===== src/pkg/cp_regs_pkg.sv =====
// Package: offsets, field positions, reset values and timing for the protection registers
`default_nettype none
package cp_regs_pkg;
  // ----------------------------------------
  // Register offsets
  // ----------------------------------------
  localparam logic [7:0] ADDR_CONFIG = 8'h00_C2;
  localparam logic [7:0] ADDR_CONTROL = 8'h00_C3;

  // ----------------------------------------
  // Config register fields
  // ----------------------------------------
  localparam int CFG_ENH_LINK_BIT = 7;
  localparam int CFG_ENHANCED_BIT = 6;
  localparam int CFG_REPEATER_BIT = 5;
  localparam int CFG_MODE_HI = 4;
  localparam int CFG_MODE_LO = 3;
  localparam int CFG_WAIT_BIT = 2;
  localparam int CFG_QUALIFY_BIT = 1;
  localparam int CFG_MUTE_BIT = 0;
  localparam logic [7:0] CONFIG_RESET = 8'h0080;

  // ----------------------------------------
  // Control register fields
  // ----------------------------------------
  localparam int CTL_RESET_BIT = 7;
  localparam int CTL_LIST_OK_BIT = 5;
  localparam int CTL_KEY_OK_BIT = 4;
  localparam int CTL_ENC_DIS_BIT = 3;
  localparam int CTL_ENC_EN_BIT = 2;
  localparam int CTL_AUTH_DIS_BIT = 1;
  localparam int CTL_AUTH_EN_BIT = 0;
  localparam logic [7:0] CONTROL_RESET = 8'h0000;

  // ----------------------------------------
  // Encryption control modes
  // ----------------------------------------
  localparam logic [1:0] MODE_ENC_AUTHENTICATED_FLAG = 2'h0;
  localparam logic [1:0] MODE_ENC_REG = 2'h1;
  localparam logic [1:0] MODE_ENC_ALWAYS = 2'h2;
  localparam logic [1:0] MODE_ENC_INBAND = 2'h3;

  // ----------------------------------------
  // Timing
  // ----------------------------------------
  localparam int CLOCK_KHZ = 40000;
  localparam int WAIT_MS = 100;
  localparam int WAIT_CYCLES = WAIT_MS * CLOCK_KHZ;
  localparam int WAIT_CNT_W = 23;
endpackage : cp_regs_pkg
`default_nettype wire


===== src/core/cp_control_regs.sv =====
// Module: configuration and command registers of the content-protection transmitter
//
// Function
// - Repeater bit adds repeater authentication steps
// - Two-bit mode selects encryption decision
// - Mode resets to 11 with strap, else 00
// - Wait bit inserts 100 ms after start
// - Select bit also requires receiver lock
// - Mute bit written with enhanced bit ignores encryption controls
// - Reset command resets, disables authentication, clears
// - Key list approval completes authentication, self-clears
// - Key approval cleared by key-ready flag
// - Encrypt disable sends plain video, self-clears
// - Encrypt enable: cipher if authenticated, else blue
// - Always-encrypt mode reads enable as 1
// - Authentication disable command, self-clearing
// - Enable starts or restarts, reads status
// - Enhanced bit picks enhanced or original signaling
// - Non-repeater pauses until key approved
// - Authenticated flag cleared on loss or restart
`default_nettype none
module cp_control_regs
  import cp_regs_pkg::*;
#(
  parameter int WAIT_CYC = cp_regs_pkg::WAIT_CYCLES
)
(
  input wire logic clock,
  input wire logic arst_n,
  input wire logic reg_wr,
  input wire logic reg_rd,
  input wire logic [7:0] reg_addr,
  input wire logic [7:0] reg_wdata,
  output logic [7:0] reg_rdata,
  input wire logic repeater_strap,
  input wire logic receiver_key_ready,
  input wire logic auth_success,
  input wire logic auth_lost,
  input wire logic inband_encrypt,
  input wire logic receiver_detected,
  input wire logic receiver_locked,
  output logic repeater_mode_enable,
  output logic [1:0] encrypt_mode,
  output logic enhanced_status_signaling,
  output logic enhanced_link_verify,
  output logic output_mute_enable,
  output logic receiver_detect_event,
  output logic protection_reset,
  output logic auth_disable_cmd,
  output logic auth_start,
  output logic key_list_approved,
  output logic receiver_key_approved,
  output logic encrypt_disable_cmd,
  output logic auth_pause,
  output logic authenticated_flag,
  output logic encrypt_on,
  output logic blue_screen
);
  import cp_regs_pkg::*;

  // ----------------------------------------
  // Decode helpers
  // ----------------------------------------
  function automatic logic is_always(input logic [1:0] mode);
    is_always = (mode == MODE_ENC_ALWAYS);
  endfunction : is_always

  logic wr_cfg, wr_ctl;
  assign wr_cfg = reg_wr && (reg_addr == ADDR_CONFIG);
  assign wr_ctl = reg_wr && (reg_addr == ADDR_CONTROL);

  logic cmd_rst, cmd_dis, cmd_en;
  assign cmd_rst = wr_ctl && reg_wdata[CTL_RESET_BIT];
  assign cmd_dis = wr_ctl && reg_wdata[CTL_AUTH_DIS_BIT];
  assign cmd_en = wr_ctl && reg_wdata[CTL_AUTH_EN_BIT];

  // ----------------------------------------
  // Config register
  // ----------------------------------------
  logic enh_lv_r, enhanced_r, repeater_r, wait_en_r, qualify_r, mute_r, strap_done_r;
  logic [1:0] mode_r;

  // Mode default follows the strap, caught on the first edge after release
  always_ff @(posedge clock or negedge arst_n)
  begin
    if (!arst_n)
    begin
      enh_lv_r <= CONFIG_RESET[CFG_ENH_LINK_BIT];
      enhanced_r <= CONFIG_RESET[CFG_ENHANCED_BIT];
      repeater_r <= CONFIG_RESET[CFG_REPEATER_BIT];
      mode_r <= CONFIG_RESET[CFG_MODE_HI:CFG_MODE_LO];
      wait_en_r <= CONFIG_RESET[CFG_WAIT_BIT];
      qualify_r <= CONFIG_RESET[CFG_QUALIFY_BIT];
      mute_r <= CONFIG_RESET[CFG_MUTE_BIT];
      strap_done_r <= 1'b0;
    end
    else
    begin
      strap_done_r <= 1'b1;
      if (!strap_done_r)
        mode_r <= repeater_strap ? MODE_ENC_INBAND : MODE_ENC_AUTHENTICATED_FLAG;
      else if (wr_cfg)
        mode_r <= reg_wdata[CFG_MODE_HI:CFG_MODE_LO];
      if (wr_cfg)
      begin
        enh_lv_r <= reg_wdata[CFG_ENH_LINK_BIT];
        enhanced_r <= reg_wdata[CFG_ENHANCED_BIT];
        repeater_r <= reg_wdata[CFG_REPEATER_BIT];
        wait_en_r <= reg_wdata[CFG_WAIT_BIT];
        qualify_r <= reg_wdata[CFG_QUALIFY_BIT];
        // Mute only sticks alongside enhanced signaling
        mute_r <= reg_wdata[CFG_MUTE_BIT] & reg_wdata[CFG_ENHANCED_BIT];
      end
    end
  end

  // ----------------------------------------
  // Command pulses and control state
  // ----------------------------------------
  logic rst_p_r, dis_p_r, list_p_r, encdis_p_r, auth_en_r, enc_en_r, key_ok_r, kr_d_r;
  logic timer_busy, timer_done, start_p_r;

  // Commands are one-cycle pulses and never stored as read data
  always_ff @(posedge clock or negedge arst_n)
  begin
    if (!arst_n)
    begin
      rst_p_r <= 1'b0;
      dis_p_r <= 1'b0;
      list_p_r <= 1'b0;
      encdis_p_r <= 1'b0;
    end
    else
    begin
      rst_p_r <= cmd_rst;
      dis_p_r <= cmd_dis | cmd_rst;
      list_p_r <= wr_ctl && reg_wdata[CTL_LIST_OK_BIT];
      encdis_p_r <= wr_ctl && reg_wdata[CTL_ENC_DIS_BIT];
    end
  end

  // Enabled status; disable and reset beat a simultaneous enable
  always_ff @(posedge clock or negedge arst_n)
  begin
    if (!arst_n)
      auth_en_r <= CONTROL_RESET[CTL_AUTH_EN_BIT];
    else if (cmd_rst || cmd_dis)
      auth_en_r <= 1'b0;
    else if (cmd_en)
      auth_en_r <= 1'b1;
  end

  // Encrypt enable; a disable command drops it but keeps authentication
  always_ff @(posedge clock or negedge arst_n)
  begin
    if (!arst_n)
      enc_en_r <= CONTROL_RESET[CTL_ENC_EN_BIT];
    else if (wr_ctl && reg_wdata[CTL_ENC_DIS_BIT])
      enc_en_r <= 1'b0;
    else if (wr_ctl)
      enc_en_r <= reg_wdata[CTL_ENC_EN_BIT];
  end

  // Key approval: host set wins over a same-cycle ready edge
  always_ff @(posedge clock or negedge arst_n)
  begin
    if (!arst_n)
    begin
      key_ok_r <= 1'b0;
      kr_d_r <= 1'b0;
    end
    else
    begin
      kr_d_r <= receiver_key_ready;
      if (wr_ctl && reg_wdata[CTL_KEY_OK_BIT])
        key_ok_r <= 1'b1;
      else if (receiver_key_ready && !kr_d_r)
        key_ok_r <= 1'b0;
    end
  end

  // ----------------------------------------
  // Start with optional wait
  // ----------------------------------------
  cp_wait_timer #(.CYCLES(WAIT_CYC), .CNT_W(WAIT_CNT_W)) u_wait (
    .clock(clock),
    .arst_n(arst_n),
    .start(cmd_en && !cmd_rst && !cmd_dis && wait_en_r),
    .cancel(cmd_rst || cmd_dis),
    .busy(timer_busy),
    .done(timer_done)
  );

  // Engine start arrives directly or after the wait elapses
  always_ff @(posedge clock or negedge arst_n)
  begin
    if (!arst_n)
      start_p_r <= 1'b0;
    else
      start_p_r <= (cmd_en && !cmd_rst && !cmd_dis && !wait_en_r) || timer_done;
  end

  // ----------------------------------------
  // Status and video controls
  // ----------------------------------------
  logic authenticated_flag_r, pause_r, det_r, enc_on_r, blue_r;

  // Success wins over nothing; loss, restart, disable and reset clear
  always_ff @(posedge clock or negedge arst_n)
  begin
    if (!arst_n)
      authenticated_flag_r <= 1'b0;
    else if (auth_lost || cmd_en || cmd_dis || cmd_rst)
      authenticated_flag_r <= 1'b0;
    else if (auth_success && auth_en_r)
      authenticated_flag_r <= 1'b1;
  end

  // Pause and receiver detect qualification
  always_ff @(posedge clock or negedge arst_n)
  begin
    if (!arst_n)
    begin
      pause_r <= 1'b0;
      det_r <= 1'b0;
    end
    else
    begin
      pause_r <= !repeater_r && receiver_key_ready && !key_ok_r;
      det_r <= receiver_detected && (!qualify_r || receiver_locked);
    end
  end

  // Encryption decision, frozen while muted
  always_ff @(posedge clock or negedge arst_n)
  begin
    if (!arst_n)
    begin
      enc_on_r <= 1'b0;
      blue_r <= 1'b0;
    end
    else if (!mute_r)
    begin
      case (mode_r)
        MODE_ENC_AUTHENTICATED_FLAG: enc_on_r <= authenticated_flag_r;
        MODE_ENC_REG: enc_on_r <= enc_en_r && authenticated_flag_r;
        MODE_ENC_ALWAYS: enc_on_r <= authenticated_flag_r;
        MODE_ENC_INBAND: enc_on_r <= inband_encrypt && authenticated_flag_r;
        default: enc_on_r <= 1'b0;
      endcase
      blue_r <= (enc_en_r || is_always(mode_r)) && !authenticated_flag_r;
    end
  end

  // ----------------------------------------
  // Read path
  // ----------------------------------------
  logic [7:0] rdata_r;

  // Commands and reserved bit read zero
  always_ff @(posedge clock or negedge arst_n)
  begin
    if (!arst_n)
      rdata_r <= '0;
    else if (reg_rd)
    begin
      if (reg_addr == ADDR_CONFIG)
        rdata_r <= {enh_lv_r, enhanced_r, repeater_r, mode_r, wait_en_r, qualify_r, mute_r};
      else if (reg_addr == ADDR_CONTROL)
        rdata_r <= {2'b00, 1'b0, key_ok_r, 1'b0,
                    enc_en_r | is_always(mode_r), 1'b0, auth_en_r};
      else
        rdata_r <= '0;
    end
  end

  assign reg_rdata = rdata_r;
  assign repeater_mode_enable = repeater_r;
  assign encrypt_mode = mode_r;
  assign enhanced_status_signaling = enhanced_r;
  assign enhanced_link_verify = enh_lv_r;
  assign output_mute_enable = mute_r;
  assign receiver_detect_event = det_r;
  assign protection_reset = rst_p_r;
  assign auth_disable_cmd = dis_p_r;
  assign auth_start = start_p_r;
  assign key_list_approved = list_p_r;
  assign receiver_key_approved = key_ok_r;
  assign encrypt_disable_cmd = encdis_p_r;
  assign auth_pause = pause_r;
  assign authenticated_flag = authenticated_flag_r;
  assign encrypt_on = enc_on_r;
  assign blue_screen = blue_r;

  // ----------------------------------------
  // Checks
  // ----------------------------------------
  AST_RST_PULSE: assert property (@(posedge clock) disable iff (!arst_n)
    cmd_rst |=> protection_reset && auth_disable_cmd ##1 (protection_reset == $past(cmd_rst)))
    else $error("reset command pulse wrong");
  AST_WAIT_ENABLED: assert property (@(posedge clock) disable iff (!arst_n)
    timer_busy |-> auth_en_r)
    else $error("wait timer running while not enabled");
  AST_DIS_CLEARS: assert property (@(posedge clock) disable iff (!arst_n)
    cmd_dis |=> !auth_en_r && auth_disable_cmd)
    else $error("disable did not clear enable");
  AST_NOWAIT_START: assert property (@(posedge clock) disable iff (!arst_n)
    (cmd_en && !cmd_rst && !cmd_dis && !wait_en_r) |=> auth_start && auth_en_r)
    else $error("start pulse missing");
  AST_WAIT_HOLD: assert property (@(posedge clock) disable iff (!arst_n)
    (cmd_en && !cmd_rst && !cmd_dis && wait_en_r) |=> !auth_start [*3])
    else $error("start came before wait");
  AST_ALWAYS_READ: assert property (@(posedge clock) disable iff (!arst_n)
    (reg_rd && reg_addr == ADDR_CONTROL && is_always(mode_r)) |=> reg_rdata[CTL_ENC_EN_BIT])
    else $error("enable bit not one in always mode");
  AST_CMD_READ0: assert property (@(posedge clock) disable iff (!arst_n)
    (reg_rd && reg_addr == ADDR_CONTROL) |=> (reg_rdata & 8'h00EA) == 8'h0000)
    else $error("command or reserved bit read nonzero");
  AST_RESTART_UNAUTH: assert property (@(posedge clock) disable iff (!arst_n)
    (cmd_en || auth_lost) |=> !authenticated_flag)
    else $error("authenticated survived restart");
  AST_KEY_CLEAR: assert property (@(posedge clock) disable iff (!arst_n)
    (receiver_key_ready && !kr_d_r && !(wr_ctl && reg_wdata[CTL_KEY_OK_BIT]))
      |=> !receiver_key_approved)
    else $error("key approval not cleared");
  AST_PAUSE: assert property (@(posedge clock) disable iff (!arst_n)
    (!repeater_r && receiver_key_ready && !key_ok_r) |=> auth_pause)
    else $error("no pause awaiting approval");
  AST_DETECT: assert property (@(posedge clock) disable iff (!arst_n)
    (qualify_r && !receiver_locked) |=> !receiver_detect_event)
    else $error("detect without lock");
  AST_MUTE_FREEZE: assert property (@(posedge clock) disable iff (!arst_n)
    mute_r |=> $stable(encrypt_on))
    else $error("encryption changed under mute");
endmodule : cp_control_regs
`default_nettype wire


===== src/core/cp_wait_timer.sv =====
// Module: post-start wait timer that lets the receiver prepare its cipher values
`default_nettype none
module cp_wait_timer
#(
  parameter int CYCLES = cp_regs_pkg::WAIT_CYCLES,
  parameter int CNT_W = cp_regs_pkg::WAIT_CNT_W
)
(
  input wire logic clock,
  input wire logic arst_n,
  input wire logic start,
  input wire logic cancel,
  output logic busy,
  output logic done
);
  import cp_regs_pkg::*;

  logic [CNT_W-1:0] cnt_r;
  logic busy_r;
  logic done_r;

  // Count while busy; cancel always wins so a reset never leaks a late start
  always_ff @(posedge clock or negedge arst_n)
  begin
    if (!arst_n)
    begin
      cnt_r <= '0;
      busy_r <= 1'b0;
      done_r <= 1'b0;
    end
    else
    begin
      done_r <= 1'b0;
      if (cancel)
      begin
        busy_r <= 1'b0;
        cnt_r <= '0;
      end
      else if (start)
      begin
        busy_r <= 1'b1;
        cnt_r <= '0;
      end
      else if (busy_r)
      begin
        if (cnt_r == CNT_W'(CYCLES - 1))
        begin
          busy_r <= 1'b0;
          done_r <= 1'b1;
        end
        else
        begin
          cnt_r <= cnt_r + 1'b1;
        end
      end
    end
  end

  assign busy = busy_r;
  assign done = done_r;
endmodule : cp_wait_timer
`default_nettype wire


===== config.mk =====
export PLATFORM = sky130hd
export DESIGN_NAME = cp_control_regs
export DESIGN_NICKNAME = d
export VERILOG_FILES = /design/src/pkg/cp_regs_pkg.sv /design/src/core/cp_control_regs.sv /design/src/core/cp_wait_timer.sv
export SDC_FILE = /design/constraint.sdc
export NUM_CORES = 1
export LEC_CHECK = 0
export BUFFER_PORTS_ARGS = -buffer_cell sky130_fd_sc_hd__buf_4
export CAP_MARGIN = 20
export CORE_MARGIN = 3
export CORE_UTILIZATION = 55
export CTS_CLUSTER_DIAMETER = 120
export DETAILED_ROUTE_END_ITERATION = 6
export GPL_ROUTABILITY_DRIVEN = 0
export MAX_ROUTING_LAYER = met4
export PLACE_DENSITY = 0.79
export RECOVER_POWER = 50
export SETUP_SLACK_MARGIN = 0.5
export SLEW_MARGIN = 20
export SYNTH_ARGS = -nofsm -noshare
export SYNTH_HDL_FRONTEND = slang
export SYNTH_SLANG_ARGS = --single-unit
export TNS_END_PERCENT = 100

===== constraint.sdc =====
create_clock -name clock -period 4.8 [get_ports clock]
set_input_delay 0.96 -clock clock [delete_from_list [all_inputs] [get_ports clock]]
set_output_delay 0.96 -clock clock [all_outputs]
set_load 0.03 [all_outputs]

==> results.cfg, run 1 <==
[detailed_routing]
vias = 2273
drt_iter0_markers = 186
routedWlPerCell_um = 16.0
wl_met1_um = 2840
drt_pass1_iterations = 4
drc = 0
top_layer = met4
wirelength_um = 6120
vias_per_cell = 5.93
route.met3.wl_um = 239
route.met2.wl_um = 2980
ant_nets = 0

[status]
status = finished, violations left
violations = capacitance limit, slew limit

[sta]
max_slew.worst_pin.slew_ns = 2.90
rsz0062_at_grt = false
finalSetupTns_ns = 0
setup_violations = 0
hold-worst-slack_ns = 0.463
hold_violations = 0
fin_crit_sh_pct = 67.0
period_needed_ns = 3.22
slew_headroom_pct = -93.2
final_max_slew_viol_count = 57
finClkSkew_ns = 0.00856
fmax_ghz = 0.311

[worst_setup_path]
path_max_fanout = 56
arrival_ns = 3.01
required_ns = 4.59
path_class = primary input to async pin
slowest_stage = clkbuf_1
max_stage_delay_ns = 2.01
critPathTopFamily = buffers and inverters
worstPathCellList = clkbuf_1
cp.buffers_inverters = 1
endpoint_kind = async pin
start_kind = primary input

[synth]
synthAdderAreaFrac_pct = 0.457
synth-edff-count = 0
synthCells = 270
yosysSeqAreaShare_pct = 51.3
ys_async_sr_fraction_pct = 100
synth_top_family_by_area = simple AND/OR/NAND/NOR gates
yosys.area_share.simple_pct = 19.4
postSynthAreaPerCell_sq_um = 10.1
syn-num-nets = 298
synth-compound-area-share_pct = 17.2
ys.flop_type = dfrtp_1
synth_cell_types = 47
yosysWarnings = 0
syn-cell-area_sq_um = 2740
synthXorXnorAreaFrac_pct = 0
synthMuxAreaShare_pct = 7.23
ys_seq_elements = 56

[die]
die_area_sq_um = 5860
core_area_sq_um = 4750
die_h_um = 76.5
die-width_um = 76.5
rows = 25
ios = 52
start_util_pct = 57.5

[cts]
cts_max_path_buffers = 2
path_clk_slew_ns = 0.10
h-tree-depth = 2
numCtsBuffers = 5
cts_resized = 0
cts_setup_buffers = 0
clock_latency_ns = 0.30
cts_tree = built
clockRootBuffer = clkbuf_8
postCtsHoldBufs = 0
cts.sinks = 56

[global_route]
antenna_found_initial = 0
grt_pass1_wl_um = 10900
grt_usage_pct = 23.4
grt_max_degree = 57
first_global_vias = 2277
grt.overflow.total = 0

[power_and_ir_drop]
powerDensity_nw_per_um2 = 272
power.leakage_nw = 1.40
ir_drop_v = 0.000174

[finish]
nFillCells = 407
largest_reg_flops = 23
num_antenna_cells = 0
largest_register = u_wait.cnt_r
layout-drive-gt1-share_pct = 20.3
syn_to_final_growth_pct = 17.2
nNetsFinal = 343

[run]
cap_violations = 1

[placed_design]
port_buffers = 51
dp_hpwl_um = 4370

[hold_path]
hold_path.class = flip-flop to flip-flop
## final timing paths
path,start,to,slack (ns),cells after the start
worst max-delay path,arst_n,reg_rdata[7],1.58,1
worst min-delay path,u_wait.done,auth_start,0.46,1
worst max register to register,u_wait.busy,u_wait.cnt_r[22],2.29,4
worst min register to register,u_wait.done,auth_start,0.46,1
max in group clock,reg_addr[3],u_wait.cnt_r[2],2.09,6
min in group asynchronous,arst_n,u_wait.cnt_r[13],1.58,1
## placed cells by master, fill, tap and decap left out, types with 7 or more instances in the layout
master,n
dfrtp_1,55
nand2_1,15
nor2_1,13
o21ai_0,22
buf_4,42
clkbuf_1,10
a21oi_1,20
nand3_1,15
o21bai_1,10
nand4_1,7
or4_1,9
inv_1,10
mux2i_1,13
o31ai_1,9
## cells by family (layout without fill, tap and decap cells)
kind of cell / count (synthesis) / after routing
buffers and inverters: 25 / 71
adders and majority gates: 1 / 1
and+or+nand+nor: 92 / 92
other: 1 / 1
AOI/OAI and AO/OA: 76 / 76
muxes: 19 / 19
DFF: 56 / 56
## stage by stage
step	instance area [sq um]	utilization, %	setup WS [ns]	power [mW]	instances
floorplan	2740	-	2.48	0.564	270
global placement	3140	66.1	1.83	0.614	375
detailed placement	3140	66.1	1.74	0.618	375
CTS	3240	68.1	2.08	0.879	383
global route	3200	67.4	0.966	0.909	383
finish	3200	67.4	1.58	0.870	383
## cells in the mapped netlist (7+ instances only)
cell type  number  share of area (%)
a21oi_1        20                3.7
clkbuf_1       10                1.4
dfrtp_1        55                 50
inv_1          10                1.4
mux2i_1        13                4.8
nand2_1        15                2.1
nand3_1        15                2.7
nand4_1         7                1.6
nor2_1         13                1.8
o21ai_0        22                4.0
o21bai_1       10                2.7
o31ai_1         9                2.5
or4_1           9                2.5
## power breakdown
group / internal, mW / switching (mW)
sequential: 0.489 / 0.0205
clock: 0.118 / 0.145
combinational: 0.0411 / 0.0567
total: 0.648 / 0.222
## layout make-up
type	count	area (sq um)	area share (%)
clock inverters	1	7.51	0.234
repair buffers	53	364	11.4
inverters	10	37.5	1.17
well taps	67	83.8	2.62
clock buffers	7	86.3	2.69
multi-input cells	189	1220	38.1
flip-flops and latches	56	1400	43.8
## metal layers
layer,track usage [%],vias up
met4,5.80,0
met2,37.3,54
met5,-,-
li1,-,1096
met1,32.1,1117
met3,3.31,6
(Power assumes the default switching activity.)
==> run 2: changes to the inputs <==
--- a/config.mk
+++ b/config.mk
@@ -8,12 +8,12 @@
 export BUFFER_PORTS_ARGS = -buffer_cell sky130_fd_sc_hd__buf_4
 export CAP_MARGIN = 20
 export CORE_MARGIN = 3
-export CORE_UTILIZATION = 55
+export CORE_UTILIZATION = 50
 export CTS_CLUSTER_DIAMETER = 120
 export DETAILED_ROUTE_END_ITERATION = 6
 export GPL_ROUTABILITY_DRIVEN = 0
 export MAX_ROUTING_LAYER = met4
-export PLACE_DENSITY = 0.79
+export PLACE_DENSITY = 0.76
 export RECOVER_POWER = 50
 export SETUP_SLACK_MARGIN = 0.5
 export SLEW_MARGIN = 20
==> constraint.sdc (replaced) <==
create_clock -name clock -period 2.68 [get_ports clock]
set_input_delay 0.536 -clock clock [delete_from_list [all_inputs] [get_ports clock]]
set_output_delay 0.536 -clock clock [all_outputs]
set_load 0.03 [all_outputs]
==> results.cfg, run 2 (synthesized netlist as in run 1, its figures left out) <==
[global_route]
antenna_found_initial = 0
grt_pass1_wl_um = 10500
grt.overflow.total = 0
grt_usage_pct = 21.0
grt_max_degree = 57
first_global_vias = 2135

[sta]
slew_headroom_pct = 8.92
fin_ws_ns = 0.645
period_needed_ns = 2.04
hold_violations = 0
final_max_slew_viol_count = 0
fmax_ghz = 0.491
finClkSkew_ns = 0.0119
fin_crit_sh_pct = 76.0
setup_violations = 0
finalSetupTns_ns = 0
max_slew.worst_pin.slew_ns = 1.37
rsz0062_at_grt = false

[power_and_ir_drop]
power.leakage_nw = 1.42
ir_drop_v = 0.000256
pwr-share-clk_pct = 31.0
seqPwrFrac_pct = 57.9
p_int_mw = 1.14
power.switching_mw = 0.431
sw_frac_of_total_pct = 27.4
combPwrFrac_pct = 11.2
powerDensity_nw_per_um2 = 486

[worst_setup_path]
cp_common_cell = or4_4
cp.buffers_inverters = 0
path_class = flip-flop to flip-flop
max_stage_delay_ns = 0.51
slowest_stage = or4_4
start_kind = flip-flop
worstPathCellList = ha_2, nand4_2, or4_4, or4_4, a21oi_2
endpoint_kind = flip-flop
arrival_ns = 2.28
path_max_fanout = 10
required_ns = 2.93
critPathTopFamily = simple AND/OR/NAND/NOR gates

[finish]
nNetsFinal = 345
finish.utilization_pct = 62.3
syn_to_final_growth_pct = 18.5
largest_register = u_wait.cnt_r
largest_reg_flops = 23
mostFrequentLayoutCells = 55 x dfrtp_1, 46 x buf_4, 22 x o21ai_0, 20 x a21oi_1
layout-drive-gt1-share_pct = 23.0
layout_commonest_cell = dfrtp_1
num_antenna_cells = 0

[die]
start_util_pct = 52.5
die_area_sq_um = 6390
rows = 26
die_h_um = 80.0
core_area_sq_um = 5200
ios = 52
die-width_um = 80.0

[placed_design]
pre_cts_ws_ns = 0.362
dp_hpwl_um = 4280
port_buffers = 51

[cts]
postCtsHoldBufs = 0
h-tree-depth = 2
path_clk_slew_ns = 0.11
cts_max_path_buffers = 2
cts.sinks = 56
numCtsBuffers = 5
cts_tree = built
clockRootBuffer = clkbuf_8
clock_latency_ns = 0.31

[detailed_routing]
drt_pass1_iterations = 4
vias = 2276
drt_iter0_markers = 167
routedWlPerCell_um = 15.5
wirelength_um = 6030
ant_nets = 0
drc = 0
vias_per_cell = 5.87

[hold_path]
hold_path.class = primary input to flip-flop

[run]
cap_violations = 0

[status]
status = complete, no violations
[run 2: cell count changes in the layout (fill, tap and decap cells not counted), sizes merged]
cell | before | now
buf | 42 | 46
clkbuf | 18 | 14
clkinv | 0 | 1
inv | 10 | 11
[run 2: timing repair]
item / 4_1_cts / 5_1_grt
pin swaps: 0 / 1
resized for setup: 2 / 2
setup buffers: 0 / 0
setup endpoints to repair: 5 / 10
[run 2: layout make-up]
type | instances | area, sq um
clock buffers | 5 | 68.8
clock inverters | 3 | 27.5
flip-flops and latches | 56 | 1400
fillers | 459 | 1960
inverters | 10 | 37.5
repair buffers | 55 | 384
well taps | 70 | 87.6
multi-input cells | 189 | 1230
[run 2: through the flow]
step / std cells / area [sq um] / hold slack (ns) / power, mW
3_5_place_dp: 380 / 3160 / 0.429 / 1.11
3_3_place_gp: 380 / 3160 / 0.432 / 1.10
4_1_cts: 388 / 3270 / 0.290 / 1.59
6_report: 388 / 3240 / 0.361 / 1.57
5_1_grt: 388 / 3240 / 0.344 / 1.64
2_1_floorplan: 270 / 2740 / 0.240 / 1.01
[run 2: per-layer routing]
metal	up-vias	GRT usage, %	part of all wire (%)
met5	-	-	0
li1	1101	-	-
met2	58	32.8	48
met3	2	3.61	4.0
met4	0	3.04	0.36
met1	1115	29.6	47
[run 2: power groups by stage]
stage / clock [mW] / sequential [mW] / combinational [mW]
2_1_floorplan: 0 / 0.942 / 0.0690
3_3_place_gp: 0 / 0.926 / 0.174
3_5_place_dp: 0 / 0.927 / 0.179
4_1_cts: 0.497 / 0.910 / 0.180
5_1_grt: 0.529 / 0.917 / 0.197
6_report: 0.487 / 0.911 / 0.176
[run 2: path summary, 6_finish.rpt]
path                                         start  slack [ns]                  to  depth (start not counted)
max in group asynchronous                   arst_n        1.34  output_mute_enable                          1
worst max register to register     u_wait.cnt_r[0]        0.64    u_wait.cnt_r[22]                          5
worst min-delay path            receiver_key_ready        0.36              kr_d_r                          1
worst max-delay path               u_wait.cnt_r[0]        0.64    u_wait.cnt_r[22]                          5
min in group asynchronous                   arst_n        0.53    u_wait.cnt_r[14]                          1
worst min register to register         u_wait.done        0.45          auth_start                          1
==> run 3: changes to the inputs <==
--- a/config.mk
+++ b/config.mk
@@ -5,10 +5,11 @@
 export SDC_FILE = /design/constraint.sdc
 export NUM_CORES = 1
 export LEC_CHECK = 0
+export ABC_AREA = 1
 export BUFFER_PORTS_ARGS = -buffer_cell sky130_fd_sc_hd__buf_4
 export CAP_MARGIN = 20
 export CORE_MARGIN = 3
-export CORE_UTILIZATION = 50
+export CORE_UTILIZATION = 51
 export CTS_CLUSTER_DIAMETER = 120
 export DETAILED_ROUTE_END_ITERATION = 6
 export GPL_ROUTABILITY_DRIVEN = 0
==> constraint.sdc (replaced) <==
create_clock -name clock -period 1.8 [get_ports clock]
set_input_delay 0.36 -clock clock [delete_from_list [all_inputs] [get_ports clock]]
set_output_delay 0.36 -clock clock [all_outputs]
set_load 0.03 [all_outputs]
==> results.cfg, run 3 <==
[status]
status = complete, no violations

[cts]
cts.sinks = 56
clock_latency_ns = 0.32
numCtsBuffers = 5
cts_max_path_buffers = 2
clockRootBuffer = clkbuf_8
h-tree-depth = 2
cts_tree = built
path_clk_slew_ns = 0.11

[hold_path]
holdPathStages = 1
hold_path.class = primary input to flip-flop

[sta]
fin_crit_sh_pct = 88.7
final_max_slew_viol_count = 0
finalSetupTns_ns = 0
fmax_ghz = 0.627
fin_ws_ns = 0.204
setup_violations = 0
hold-worst-slack_ns = 0.157
hold_violations = 0
finClkSkew_ns = 0.0131
slew_headroom_pct = 9.10
max_slew.worst_pin.slew_ns = 1.36
rsz0062_at_grt = true
period_needed_ns = 1.60

[power_and_ir_drop]
ir_drop_v = 0.000863
seqPwrFrac_pct = 45.8
power.switching_mw = 1.15
power.leakage_nw = 1.91
pwr-share-clk_pct = 22.4
combPwrFrac_pct = 31.9
p_int_mw = 2.17
power.total_mw = 3.32
powerDensity_nw_per_um2 = 800
sw_frac_of_total_pct = 34.6

[synth]
syn-cell-area_sq_um = 3100
synthXorXnorAreaFrac_pct = 4.80
yosys.area_share.simple_pct = 32.1
synth-compound-area-share_pct = 9.57
synthMuxAreaShare_pct = 0
ys.flop_type = dfrtp_1
postSynthAreaPerCell_sq_um = 8.63
yosys.area.top_type_share_pct = 44.4
yosysWarnings = 0
synth_area_leaders = dfrtp_1 44%, nand2_1 9.4%, nand4_1 5.5%, nor2_1 4.2%, nand3_1 4.2%
synthAdderAreaFrac_pct = 0.404
ys_seq_elements = 56
yosysSeqAreaShare_pct = 45.3
syn-num-nets = 387
yosysMostFrequentCell = nand2_1
synth.cells.most_frequent = 78 x nand2_1, 55 x dfrtp_1, 35 x nor2_1
synth-edff-count = 0
synth_top_family_by_area = simple AND/OR/NAND/NOR gates
ys_async_sr_fraction_pct = 100
yosysTopAreaCell = dfrtp_1
synthCells = 359
synth_cell_types = 42

[die]
core_area_sq_um = 5680
die_area_sq_um = 7050
start_util_pct = 54.6
rows = 27
die-width_um = 84.0
die_h_um = 84.0
ios = 52

[finish]
largest_reg_flops = 23
layout_commonest_cell = buf_4
final_cells = 528
mostFrequentLayoutCells = 82 x buf_4, 71 x nand2_1, 41 x dfrtp_1, 29 x nor2_1, 27 x nand4_1
nNetsFinal = 483
layout-drive-gt1-share_pct = 39.5
multi_input_area_sq_um = 1600
finish.utilization_pct = 73.1
num_antenna_cells = 0
nFillCells = 389
syn_to_final_growth_pct = 33.9
seq_area_sq_um = 1420
fin_area_sq_um = 4150
largest_register = u_wait.cnt_r

[detailed_routing]
ant_nets = 0
drc = 0
drt_iter0_markers = 354
drt_pass1_iterations = 6
routedWlPerCell_um = 17.4
vias_per_cell = 5.95
wirelength_um = 9200
vias = 3143

[placed_design]
dpl_cell_area_sq_um = 3590
dp_cells = 480
pre_cts_ws_ns = -0.0151
port_buffers = 51
dp_hpwl_um = 5390

[global_route]
grt_usage_pct = 25.0
grt_pass1_wl_um = 13900
first_global_vias = 2857
grt_max_degree = 57
grt.overflow.total = 0
antenna_found_initial = 0

[worst_setup_path]
arrival_ns = 1.81
path_class = primary input to flip-flop
path_max_fanout = 25
worst_r2r_path_depth = 8
start_kind = primary input
endpoint_kind = flip-flop
required_ns = 2.02

[run]
cap_violations = 0
## run 3: cell types whose count changed after synthesis, sizes merged, moves of 10 or more
cell	delta
nand2	+68
nor2	+30
inv	+22
nand4	+19
a21oi	-17
nand3	+16
mux2i	-13
xor2	+12
o21ai	+10
or4	-10
## run 3: worst paths after layout
path	start	endpoint	slack [ns]
worst max register to register	u_wait.cnt_r[7]	u_wait.cnt_r[19]	0.22
worst min-delay path	receiver_key_ready	kr_d_r	0.16
max in group asynchronous	arst_n	u_wait.cnt_r[15]	0.55
worst min register to register	u_wait.done	auth_start	0.46
min in group asynchronous	arst_n	reg_rdata[4]	0.34
worst max-delay path	reg_addr[3]	u_wait.cnt_r[22]	0.20
## run 3: final cells by class
cell class / count / share of cell area, %
clock buffer: 5 / 1.66
multi-input combinational: 262 / 38.5
clock inverter: 3 / 0.663
sequential: 56 / 34.2
inverter: 33 / 3.71
timing repair buffer: 97 / 19.1
tap: 72 / 2.17
## run 3: worst max-delay path: stages
cell	delay, ns
buf_4	0.14
inv_12	0.05
nand2_4	0.04
nor2_1	0.30
nand3_4	0.20
nor2_4	0.16
inv_4	0.09
buf_4	0.24
nand4_1	0.14
o21ai_1	0.09
## run 3: cell families after synthesis
group / after synthesis
XOR/XNOR: 17
AO/OA/AOI/OAI: 45
adder cells (fa/ha/maj): 1
flip-flops: 56
other: 1
buffers and inverters: 44
AND/OR/NAND/NOR: 195
## run 3: power groups by stage
stage | Clock (mW) | Combinational [mW] | Sequential [mW]
after global placement | 0 | 0.702 | 1.55
after CTS | 0.742 | 0.921 | 1.50
after floorplan | 0 | 0.445 | 1.59
after detailed placement | 0 | 0.719 | 1.55
after global routing | 0.814 | 1.14 | 1.53
final | 0.742 | 1.06 | 1.52
## run 3: timing repair
action                                  4_1_cts  5_1_grt
pin swaps                                     7       29
gates cloned                                  3        2
setup buffers                                20       15
gates resized for setup                      17       32
hold buffers                                  0        0
endpoints found under the setup margin       30       30
## run 3: layer usage
layer,GRT usage (%),share of wire (%),vias to the layer above
met3,4.34,7.9,42
met4,9.21,4.1,0
met1,32.5,40,1511
li1,-,-,1393
met5,-,0,-
met2,39.4,48,197
